[src/rirq_pkg.sv]
// constants, field positions and state encodings shared by both ends
// assumes one clock and one synchronous reset for both ends
package rirq_pkg;

   // device register offsets on the link
   localparam logic [7:0] ADDR_QUEUE    = 8'h00;
   localparam logic [7:0] ADDR_IRQ_STAT = 8'h01;
   localparam logic [7:0] ADDR_CONFIG   = 8'h02;
   localparam logic [7:0] ADDR_COMMAND  = 8'h03;
   localparam logic [7:0] ADDR_BLANK    = 8'h04;
   localparam logic [7:0] ADDR_REVISION = 8'h1F;

   // device field positions
   localparam int ST_READY    = 0;
   localparam int ST_FAULT    = 1;
   localparam int CFG_RDY_PIN = 0;
   localparam int CFG_FLT_PIN = 1;
   localparam int CFG_DISCARD = 2;
   localparam int CMD_RETRY   = 0;

   // device reset values and fixed codes
   localparam logic [2:0] CONFIG_RESET = 3'h0;
   localparam logic [7:0] BLANK_RESET  = 8'h00;
   localparam logic [7:0] QUEUE_RESET  = 8'h00;
   // arbitrary revision value
   localparam logic [3:0] REV_CODE     = 4'h3;

   // thermal shutdown point in degrees Celsius
   localparam logic [8:0] THERM_SHDN_C = 9'h0A0;
   // least blanking time in ms that the host programs
   localparam logic [7:0] BLANK_MIN_MS = 8'h37;

   // host register byte offsets on Avalon-MM
   localparam logic [4:0] H_CTRL      = 5'h00;
   localparam logic [4:0] H_BLANK     = 5'h04;
   localparam logic [4:0] H_STATUS    = 5'h08;
   localparam logic [4:0] H_DATA      = 5'h0C;
   localparam logic [4:0] H_IRQ_STAT  = 5'h10;
   localparam logic [4:0] H_IRQ_CLEAR = 5'h14;
   localparam logic [4:0] H_IRQ_EN    = 5'h18;

   // host field positions
   localparam int CTRL_ENABLE  = 0;
   localparam int CTRL_RETRY   = 1;
   localparam int CTRL_RDY_PIN = 2;
   localparam int CTRL_FLT_PIN = 3;
   localparam int HST_INIT     = 0;
   localparam int HST_BUSY     = 1;
   localparam int HST_REV_LSB  = 8;
   localparam int HIRQ_MSG     = 0;
   localparam int HIRQ_FAULT   = 1;

   typedef enum logic [0:0] {
      RIRQ_RUN      = 1'b0,
      RIRQ_SHUTDOWN = 1'b1
   } rirq_therm_e;

   typedef enum logic [2:0] {
      RIRQ_H_OFF   = 3'b000,
      RIRQ_H_REV   = 3'b001,
      RIRQ_H_BLANK = 3'b010,
      RIRQ_H_CFG   = 3'b011,
      RIRQ_H_WAIT  = 3'b100,
      RIRQ_H_STAT  = 3'b101,
      RIRQ_H_QUEUE = 3'b110,
      RIRQ_H_RETRY = 3'b111
   } rirq_host_e;

endpackage

[src/rirq_link_if.sv]
// register access and interrupt wires between host and device end
// assumes both ends run on the same clock
interface rirq_link_if;
   logic       req;
   logic       wr;
   logic [7:0] addr;
   logic [7:0] wdata;
   logic [7:0] rdata;
   logic       ack;
   logic       irq_n;
   logic       rdy_pin_n;
   logic       flt_pin_n;

   modport dev (
      input  req, wr, addr, wdata,
      output rdata, ack, irq_n, rdy_pin_n, flt_pin_n
   );

   modport host (
      output req, wr, addr, wdata,
      input  rdata, ack, irq_n, rdy_pin_n, flt_pin_n
   );
endinterface

[src/rirq_host.sv]
// host end: controller taking orders over Avalon-MM, serving device irq
// assumes the device end answers every request with ack
//
// Register access over Avalon-MM was left to the implementer.
module rirq_host
   import rirq_pkg::*;
(
   // clock, reset, enable
   input  wire logic        clk_sys_in,
   input  wire logic        rst_b_in,
   input  wire logic        ce_in,
   // Avalon-MM slave
   input  wire logic [4:0]  avs_address_in,
   input  wire logic        avs_read_in,
   input  wire logic        avs_write_in,
   input  wire logic [31:0] avs_writedata_in,
   output logic [31:0]      avs_readdata_out,
   output logic             avs_waitrequest_out,
   output logic             irq_out,
   // link to device
   rirq_link_if.host        link
);
   import rirq_pkg::*;

   logic        wait_q;
   logic [31:0] rdata;
   logic [3:0]  ctrl;
   logic [7:0]  blank;
   logic [1:0]  irq_stat;
   logic [1:0]  irq_en;
   logic        irq;
   logic        next_wait;
   logic [31:0] next_rdata;
   logic [3:0]  next_ctrl;
   logic [7:0]  next_blank;
   logic [1:0]  next_irq_stat;
   logic [1:0]  next_irq_en;
   logic        next_irq;
   logic        acc;

   rirq_host_e  st;
   rirq_host_e  next_st;
   logic        req;
   logic        wr;
   logic [7:0]  addr;
   logic [7:0]  wdata;
   logic [3:0]  rev;
   logic [7:0]  data;
   logic        init_done;
   logic        fault_seen;
   logic        next_req;
   logic        next_wr;
   logic [7:0]  next_addr;
   logic [7:0]  next_wdata;
   logic [3:0]  next_rev;
   logic [7:0]  next_data;
   logic        next_init;
   logic        next_fault_seen;
   logic [1:0]  ev;
   logic        done;

   // answer one cycle after the request, effects at the answer edge
   always_comb begin
      acc           = (avs_read_in || avs_write_in) && !wait_q;
      next_wait     = !((avs_read_in || avs_write_in) && wait_q);
      next_rdata    = rdata;
      next_ctrl     = ctrl;
      next_blank    = blank;
      next_irq_en   = irq_en;
      next_irq_stat = irq_stat;
      if (acc && avs_write_in) begin
         case (avs_address_in)
            H_CTRL:      next_ctrl = avs_writedata_in[3:0];
            H_BLANK:     next_blank = avs_writedata_in[7:0];
            H_IRQ_CLEAR: next_irq_stat = irq_stat & ~avs_writedata_in[1:0];
            H_IRQ_EN:    next_irq_en = avs_writedata_in[1:0];
            default:     next_irq_en = irq_en;
         endcase
      end
      // events set after the clear, so a set wins
      next_irq_stat = next_irq_stat | ev;
      if (avs_read_in && wait_q) begin
         case (avs_address_in)
            H_CTRL:     next_rdata = {28'h0000000, ctrl};
            H_BLANK:    next_rdata = {24'h000000, blank};
            H_STATUS:   next_rdata = {20'h00000, rev, 6'h00,
                                      st != RIRQ_H_WAIT, init_done};
            H_DATA:     next_rdata = {24'h000000, data};
            H_IRQ_STAT: next_rdata = {30'h00000000, irq_stat};
            H_IRQ_EN:   next_rdata = {30'h00000000, irq_en};
            default:    next_rdata = 32'h00000000;
         endcase
      end
      next_irq = |(next_irq_stat & next_irq_en);
   end

   always_ff @(posedge clk_sys_in) begin
      if (!rst_b_in) begin
         wait_q   <= 1'b1;
         rdata    <= 32'h00000000;
         ctrl     <= 4'h0;
         blank    <= BLANK_MIN_MS;
         irq_stat <= 2'h0;
         irq_en   <= 2'h0;
         irq      <= 1'b0;
      end else if (ce_in) begin
         wait_q   <= next_wait;
         rdata    <= next_rdata;
         ctrl     <= next_ctrl;
         blank    <= next_blank;
         irq_stat <= next_irq_stat;
         irq_en   <= next_irq_en;
         irq      <= next_irq;
      end
   end

   always_comb begin
      done            = req && link.ack;
      next_st         = st;
      next_rev        = rev;
      next_data       = data;
      next_init       = init_done;
      next_fault_seen = fault_seen;
      ev              = 2'h0;
      case (st)
         RIRQ_H_OFF: begin
            next_init = 1'b0;
            if (ctrl[CTRL_ENABLE]) begin
               next_st = RIRQ_H_REV;
            end
         end
         // revision read only during initialisation
         RIRQ_H_REV: begin
            if (done) begin
               next_rev = link.rdata[3:0];
               next_st  = RIRQ_H_BLANK;
            end
         end
         RIRQ_H_BLANK: begin
            if (done) begin
               next_st = RIRQ_H_CFG;
            end
         end
         RIRQ_H_CFG: begin
            if (done) begin
               next_init = 1'b1;
               next_st   = RIRQ_H_WAIT;
            end
         end
         // act only when the device signals
         RIRQ_H_WAIT: begin
            if (!ctrl[CTRL_ENABLE]) begin
               next_st = RIRQ_H_OFF;
            end else if (!link.irq_n) begin
               next_st = RIRQ_H_STAT;
            end
         end
         RIRQ_H_STAT: begin
            if (done) begin
               next_fault_seen = link.rdata[ST_FAULT];
               ev[HIRQ_FAULT]  = link.rdata[ST_FAULT];
               if (link.rdata[ST_READY]) begin
                  next_st = RIRQ_H_QUEUE;
               end else if (link.rdata[ST_FAULT] && ctrl[CTRL_RETRY]) begin
                  next_st = RIRQ_H_RETRY;
               end else begin
                  next_st = RIRQ_H_WAIT;
               end
            end
         end
         RIRQ_H_QUEUE: begin
            if (done) begin
               next_data    = link.rdata;
               ev[HIRQ_MSG] = 1'b1;
               next_st      = (fault_seen && ctrl[CTRL_RETRY]) ?
                              RIRQ_H_RETRY : RIRQ_H_WAIT;
            end
         end
         // host drives the resend
         RIRQ_H_RETRY: begin
            if (done) begin
               next_st = RIRQ_H_WAIT;
            end
         end
         default: next_st = RIRQ_H_OFF;
      endcase
      next_req   = 1'b1;
      next_wr    = 1'b0;
      next_addr  = 8'h00;
      next_wdata = 8'h00;
      case (next_st)
         RIRQ_H_REV:   next_addr = ADDR_REVISION;
         RIRQ_H_BLANK: begin
            next_wr    = 1'b1;
            next_addr  = ADDR_BLANK;
            // never below the least blanking time
            next_wdata = (blank < BLANK_MIN_MS) ? BLANK_MIN_MS : blank;
         end
         RIRQ_H_CFG: begin
            next_wr    = 1'b1;
            next_addr  = ADDR_CONFIG;
            next_wdata = {5'h00, ctrl[CTRL_RETRY], ctrl[CTRL_FLT_PIN],
                          ctrl[CTRL_RDY_PIN]};
         end
         RIRQ_H_STAT:  next_addr = ADDR_IRQ_STAT;
         RIRQ_H_QUEUE: next_addr = ADDR_QUEUE;
         RIRQ_H_RETRY: begin
            next_wr    = 1'b1;
            next_addr  = ADDR_COMMAND;
            next_wdata = 8'h01;
         end
         default:      next_req = 1'b0;
      endcase
   end

   always_ff @(posedge clk_sys_in) begin
      if (!rst_b_in) begin
         st         <= RIRQ_H_OFF;
         req        <= 1'b0;
         wr         <= 1'b0;
         addr       <= 8'h00;
         wdata      <= 8'h00;
         rev        <= 4'h0;
         data       <= 8'h00;
         init_done  <= 1'b0;
         fault_seen <= 1'b0;
      end else if (ce_in) begin
         st         <= next_st;
         req        <= next_req;
         wr         <= next_wr;
         addr       <= next_addr;
         wdata      <= next_wdata;
         rev        <= next_rev;
         data       <= next_data;
         init_done  <= next_init;
         fault_seen <= next_fault_seen;
      end
   end

   assign link.req            = req;
   assign link.wr             = wr;
   assign link.addr           = addr;
   assign link.wdata          = wdata;
   assign avs_readdata_out    = rdata;
   assign avs_waitrequest_out = wait_q;
   assign irq_out             = irq;

endmodule

[src/flat_wrapper.sv]
// flat-port wrapper written by rule: the top's interface ports become plain ports
module rirq_host_flat import rirq_pkg::*;
  (clk_sys_in, rst_b_in, ce_in, avs_address_in, avs_read_in, avs_write_in, avs_writedata_in, avs_readdata_out, avs_waitrequest_out, irq_out, link_req, link_wr, link_addr, link_wdata, link_rdata, link_ack, link_irq_n, link_rdy_pin_n, link_flt_pin_n);
  rirq_link_if link_i ();
  input  wire logic clk_sys_in;
  input  wire logic rst_b_in;
  input  wire logic ce_in;
  input  wire logic [4:0] avs_address_in;
  input  wire logic avs_read_in;
  input  wire logic avs_write_in;
  input  wire logic [31:0] avs_writedata_in;
  output logic [31:0] avs_readdata_out;
  output logic avs_waitrequest_out;
  output logic irq_out;
  output wire logic [$bits(link_i.req)-1:0] link_req;
  output wire logic [$bits(link_i.wr)-1:0] link_wr;
  output wire logic [$bits(link_i.addr)-1:0] link_addr;
  output wire logic [$bits(link_i.wdata)-1:0] link_wdata;
  input wire logic [$bits(link_i.rdata)-1:0] link_rdata;
  input wire logic [$bits(link_i.ack)-1:0] link_ack;
  input wire logic [$bits(link_i.irq_n)-1:0] link_irq_n;
  input wire logic [$bits(link_i.rdy_pin_n)-1:0] link_rdy_pin_n;
  input wire logic [$bits(link_i.flt_pin_n)-1:0] link_flt_pin_n;
  assign link_req = link_i.req;
  assign link_wr = link_i.wr;
  assign link_addr = link_i.addr;
  assign link_wdata = link_i.wdata;
  assign link_i.rdata = link_rdata;
  assign link_i.ack = link_ack;
  assign link_i.irq_n = link_irq_n;
  assign link_i.rdy_pin_n = link_rdy_pin_n;
  assign link_i.flt_pin_n = link_flt_pin_n;
  rirq_host u_core (.clk_sys_in(clk_sys_in), .rst_b_in(rst_b_in), .ce_in(ce_in), .avs_address_in(avs_address_in), .avs_read_in(avs_read_in), .avs_write_in(avs_write_in), .avs_writedata_in(avs_writedata_in), .avs_readdata_out(avs_readdata_out), .avs_waitrequest_out(avs_waitrequest_out), .irq_out(irq_out), .link(link_i));
endmodule
[config.mk]
export PLATFORM = sky130hd
export DESIGN_NAME = rirq_host_flat
export DESIGN_NICKNAME = d
export VERILOG_FILES = /design/src/rirq_pkg.sv /design/src/rirq_link_if.sv /design/src/rirq_host.sv /design/src/flat_wrapper.sv
export SDC_FILE = /design/constraint.sdc
export NUM_CORES = 1
export LEC_CHECK = 0
export ABC_AREA = 0
export BUFFER_PORTS_ARGS = -buffer_cell sky130_fd_sc_hd__buf_4
export CAP_MARGIN = 20
export CORE_ASPECT_RATIO = 0.6
export CORE_MARGIN = 1.5
export CORE_UTILIZATION = 41
export CTS_BUF_LIST = sky130_fd_sc_hd__clkbuf_4 sky130_fd_sc_hd__clkbuf_8
export CTS_CLUSTER_DIAMETER = 50
export DETAILED_ROUTE_END_ITERATION = 8
export GPL_ROUTABILITY_DRIVEN = 0
export GPL_TIMING_DRIVEN = 0
export HOLD_SLACK_MARGIN = 0.03
export PLACE_DENSITY = 0.67
export SYNTH_ARGS = -nofsm -noshare
export SYNTH_HDL_FRONTEND = slang
export SYNTH_SLANG_ARGS = --single-unit
export TNS_END_PERCENT = 100
[constraint.sdc]
create_clock -name clk_sys_in -period 4.3 [get_ports clk_sys_in]
set_input_delay 0.215 -clock clk_sys_in [delete_from_list [all_inputs] [get_ports clk_sys_in]]
set_output_delay 0.215 -clock clk_sys_in [all_outputs]
set_load 0.01 [all_outputs]
After elaboration in Yosys (flattened, before gate mapping)
Cells that the tools add are included.

Word-level logic and storage cells: 94. Output and inout bits: 52. Flip-flop bits (word level): 85.

Bitwise operators: 4. Reductions and logical operators: 24. Multiplexer cells: 28. Order comparisons: 1. Eq/ne operators: 21.

Operators by type and width (number): 12-bit one-hot mux with 6 select lines (1); 5-bit one-hot mux with 5 select lines (1); 3-bit two-way mux (8); 8-bit one-hot mux with 3 select lines (1); 3-bit == test, second input constant (7); 3-bit one-hot mux with 7 select lines (1); 3-bit AND reduction (6); 5-bit == test, second input constant (3); 2-bit two-way mux (7); 3-bit by 2-bit == test with 1-bit output, second input constant (4); 5-bit by 4-bit == test with 1-bit output, second input constant (2); 8-bit by 6-bit < comparator with 1-bit output, second input constant (1); 8-bit two-way mux (1); 1-bit logical AND (7); 1-bit two-way mux (7); 3-bit by 1-bit == test with 1-bit output, second input constant (2); 6-bit OR reduction (1); 5-bit by 3-bit == test with 1-bit output, second input constant (1); 5-bit zero test (1); 2-bit bitwise AND (2); 2-bit OR reduction (2); 3-bit zero test (1); 3-bit inequality test, second input constant (1); 3-bit OR reduction (1); 8 further kinds (9).

Depth between registers and ports, before layout
Depth after elaboration: 8. Mapped depth: 7.

Worst setup path after synthesis
No wires, ideal clock.

Path type: flip-flop to flip-flop. From: reg u_core.st[2]. To: reg u_core.wdata[0], in the netlist u_core.link.wdata[0]. Arrival time: 1.472 ns. Setup time: 0.074 ns. Path buffers: 1. Data required time: 4.226 ns. Stages on the path, launching flop included: 7. Slack: 2.754 ns. Path through: dfxtp_1 buf_6 a21boi_1 or3_4 nand3_4 mux2_2 o21ai_0.

Longest elaborated chain between the ends: 5.

RTL lines: from (decl) (line rirq_host.sv:41) `rirq_host_e st;`; from (signal assigned) (line rirq_host.sv:228) `st <= next_st;`; 3-bit by 2-bit == test with 1-bit output (tied with other cells) (line rirq_host.sv:125) `case (st)`; 2-bit OR reduction (no line) / 3-bit two-way mux (equally long branches); 3-bit one-hot mux with 7 select lines (*) (line rirq_host.sv:125); 3-bit == test / 3-bit by 2-bit == test with 1-bit output (equally long branches) (line rirq_host.sv:191) `case (next_st)`; 8-bit one-hot mux with 3 select lines (*) (line rirq_host.sv:191); to (signal assigned) (line rirq_host.sv:232) `wdata <= next_wdata;`; to (decl) (line rirq_host.sv:46) `logic [7:0] wdata;`.

Every way passes the cells marked *; elsewhere a longest branch is shown, timed or not. A chain may end at the register's enable or synchronous reset.

Final worst setup path
From: reg u_core.ctrl[0]. To: reg u_core.wdata[3], in the netlist u_core.link.wdata[3].

Longest elaborated chain between the ends: 4.

RTL lines: from (decl) (line rirq_host.sv:27) `logic [3:0] ctrl;`; from (signal assigned) (line rirq_host.sv:109) `ctrl <= next_ctrl;`; 3-bit two-way mux (on tied branches) (line rirq_host.sv:152, rirq_host.sv:128); 3-bit one-hot mux with 7 select lines (*) (line rirq_host.sv:125); 3-bit == test / 3-bit by 2-bit == test with 1-bit output (equally long branches) (line rirq_host.sv:191); 8-bit one-hot mux with 3 select lines (*) (line rirq_host.sv:191).

Marked as above.

==> run_results.csv <==
group,metric,value,unit
clock_tree,ctsHoldBuffers,0,
min_path,hold_class,"input pin to flop",
layout,nets,494,
clock_tree,tritoncts,"built",
global_routing,globalRouteMet1Util,32.1,%
die,fp.coreArea,7360,sq um
timing,finalSetupTns,0,ps
global_routing,grt_pass1_vias,2577,
detailed_routing,drt_iter0_markers,192,
yosys,yosysSeqAreaShare,38.7,%
worst_setup_path,path_class,"flop to flop",
worst_setup_path,crit_path_top_delay_cell,"a2111oi_0",
yosys,syn_inst,353,
clock_tree,cts.path.max_buffers,2,
global_routing,busiest_layer,"met1",
yosys,synth_commonest_cells,"dfxtp_1, nor2b_1, mux2i_1, nand2_1, buf_4",
die,ios,106,
yosys,synth_top_cell_area_share,38.7,%
worst_setup_path,cp_max_fo,5,
worst_setup_path,cp-end-kind,"flop",
yosys,synth_ff_type,"dfxtp_1",
outcome,outcome,"finished, final reports clean",
power,p_per_area,327,nW/um^2
timing,fin_crit,2080,ps
worst_setup_path,crit_top_cell,"o21a_1",
timing,fmax,482,MHz
timing,hold_violations,0,
timing,rsz0062_at_grt,"no",
power,cellLeakagePower,1.76,nW
layout,design_area,4010,sq um
die,die_w,116,um
yosys,ys_warn_count,0,
timing,setup_viol,0,
placement,place_area,3780,sq um
worst_setup_path,path_cells,"o21a_1, o2bb2ai_1, o2111ai_1, a2111oi_0, o21a_1",
yosys,synth-seq-cells,61,
clock_tree,cts_resized,0,
clock_tree,postCtsSetupBuffers,0,
detailed_routing,avgRoutedWirePerCell,15.3,um
timing,timing.slew.headroom,55.3,%
worst_setup_path,worstPathRequired,4610,ps
timing,skew,8.42,ps
global_routing,antenna_found_initial,0,
timing,worstMarginPinSlew,667,ps
die,die_area,8260,sq um
die,chipHeight,71.0,um
detailed_routing,drtAntennaViolNets,0,
global_routing,use_met3,8.31,%
layout,final_layout_size_suffix_gt1_share,25.6,%
clock_tree,cts_buffers,9,
timing,post-route-period-util,48.3,%
clock_tree,clkLatencyLatePin,360,ps
yosys,yosysMostFrequentCell,"dfxtp_1",
placement,hpwl,6.41,mm
clock_tree,htreeDepth,3,
power,power,1.31,mW
global_routing,grt_max_degree,12,
global_routing,grt_overflow,0,
detailed_routing,drt_wl_total,8.39,mm
power,ir_drop,0.221,mV
layout,area_delta_synth_final,27.0,%
die,start_util,42.9,%
clock_tree,clkTransAtPathRegs,70,ps
worst_setup_path,slowest_delay,460,ps
yosys,yosysTopAreaCell,"dfxtp_1",
die,std_cell_rows,24,
placement,place_inst,533,
yosys,synth-edff-count,0,
layout,antenna_cells,0,
yosys,synth_area_leaders,"dfxtp_1, mux2i_1, nor2b_1",
detailed_routing,drcViolationCount,0,
worst_setup_path,cp_data_arrival_time,2380,ps
detailed_routing,avgViaCountPerCell,5.13,
global_routing,track_usage,21.6,%
run,maxCapViolations,0,
worst_setup_path,startpoint_type,"flop",
global_routing,met2_usage,29.3,%
global_routing,grt_pass1_wl,13.4,mm
detailed_routing,first_pass_iters,5,
placement,io_buffers,54,
detailed_routing,vias,2819,
yosys,synthesis.area,3160,sq um
layout,fin_cells,549,
yosys,synth_cell_types,55,
clock_tree,cts-root-buf,"clkbuf_8",
yosys,synth.avg_cell_area,8.95,sq um
clock_tree,cts_sinks,61,
timing,report.final.slew_viol_count,0,
yosys,async_flop_share,0,%
==> metrics by stage <==
| step | setup WS [ps] | hold slack [ps] | utilization, % |
|---|---|---|---|
| 2_1_floorplan | 2750 | 340 | - |
| 4_1_cts | 2250 | 59.7 | 54.5 |
| 3_3_place_gp | 2380 | 430 | 51.3 |
| 6_report | 2220 | 69.4 | 54.5 |
| 3_5_place_dp | 2280 | 437 | 51.3 |
| 5_1_grt | 2050 | 69.1 | 54.5 |
==> sequential cells by signal, summed over array words and instances (netlist names) <==
register and cells:
u_core.link.wr 1, u_core.avs_waitrequest_out 1, u_core.data 8, u_core.avs_readdata_out 12, u_core.link.addr 4, u_core.irq_en 2, u_core.link.req 1, u_core.irq_stat 2
u_core.init_done 1, u_core.ctrl 4, u_core.blank 8, u_core.rev 4, u_core.fault_seen 1, u_core.st 3, u_core.link.wdata 8, u_core.irq_out 1
==> report_power, final <==
group	total, mW	leakage [nW]	switching (mW)	internal [mW]
combinational	0.134	1.15	0.0725	0.0611
clock	0.603	0.120	0.244	0.359
sequential	0.576	0.493	0.00575	0.571
total	1.31	1.76	0.322	0.991
==> logic make-up (layout without fill, tap and decap cells) <==
family	Yosys count	in the layout	synth area share [%]
AND/OR/NAND/NOR	131	131	23.2
AO/OA/AOI/OAI	65	65	14.9
flip-flops	61	61	38.7
buffers and inverters	55	125	10.4
multiplexers	39	39	12.5
other	1	23	0.119
XOR/XNOR	1	1	0.277
==> worst paths after layout <==
kind	start	end	slack, ps	depth (start not counted)
setup / recovery	u_core.ctrl[0]$_SDFFE_PN0P_	u_core.link.wdata[3]$_SDFFE_PN0P_	2220	5
hold / removal	avs_writedata_in[5]	u_core.blank[5]$_SDFFE_PN1P_	70	3
setup reg to reg	u_core.ctrl[0]$_SDFFE_PN0P_	u_core.link.wdata[3]$_SDFFE_PN0P_	2220	5
hold reg to reg	u_core.avs_readdata_out[2]$_SDFFE_PN0P_	u_core.avs_readdata_out[2]$_SDFFE_PN0P_	470	2
==> critical path: cells and delay by family (launching register included) <==
| family | cells | cell delay [ps] |
|---|---|---|
| flip-flops | 1 | 380 |
| AO/OA/AOI/OAI | 5 | 1640 |
==> cells in the final DEF, fill, tap and decap left out, drive strengths merged, types with 8 or more instances in the layout <==
cell	Yosys	layout
a21boi	8	8
buf	33	87
clkbuf	12	23
conb	1	23
dfxtp	61	61
inv	10	10
mux2i	35	35
nand2	27	27
nand3	19	19
nand4	8	8
nor2	13	13
nor2b	36	36
nor3	11	11
o21a	9	9
o21ai	15	15
==> layout make-up <==
cell class                      count  area [sq um]
Buffer                             45           290
Clock buffer                       11           151
Clock inverter                      5          82.6
Fill cell                         724          3350
Inverter                           10          37.5
Multi-Input combinational cell    259          1690
Sequential cell                    61          1220
Tap cell                          104           130
Timing Repair Buffer               54           405
==> metal layers <==
| metal | up-vias | wire, um |
|---|---|---|
| li1 | 1375 | - |
| met1 | 1321 | 4180 |
| met2 | 115 | 3390 |
| met3 | 8 | 756 |
| met4 | 0 | 65 |
| met5 | - | 0 |
Note: power is estimated with default switching activity, not from simulation.
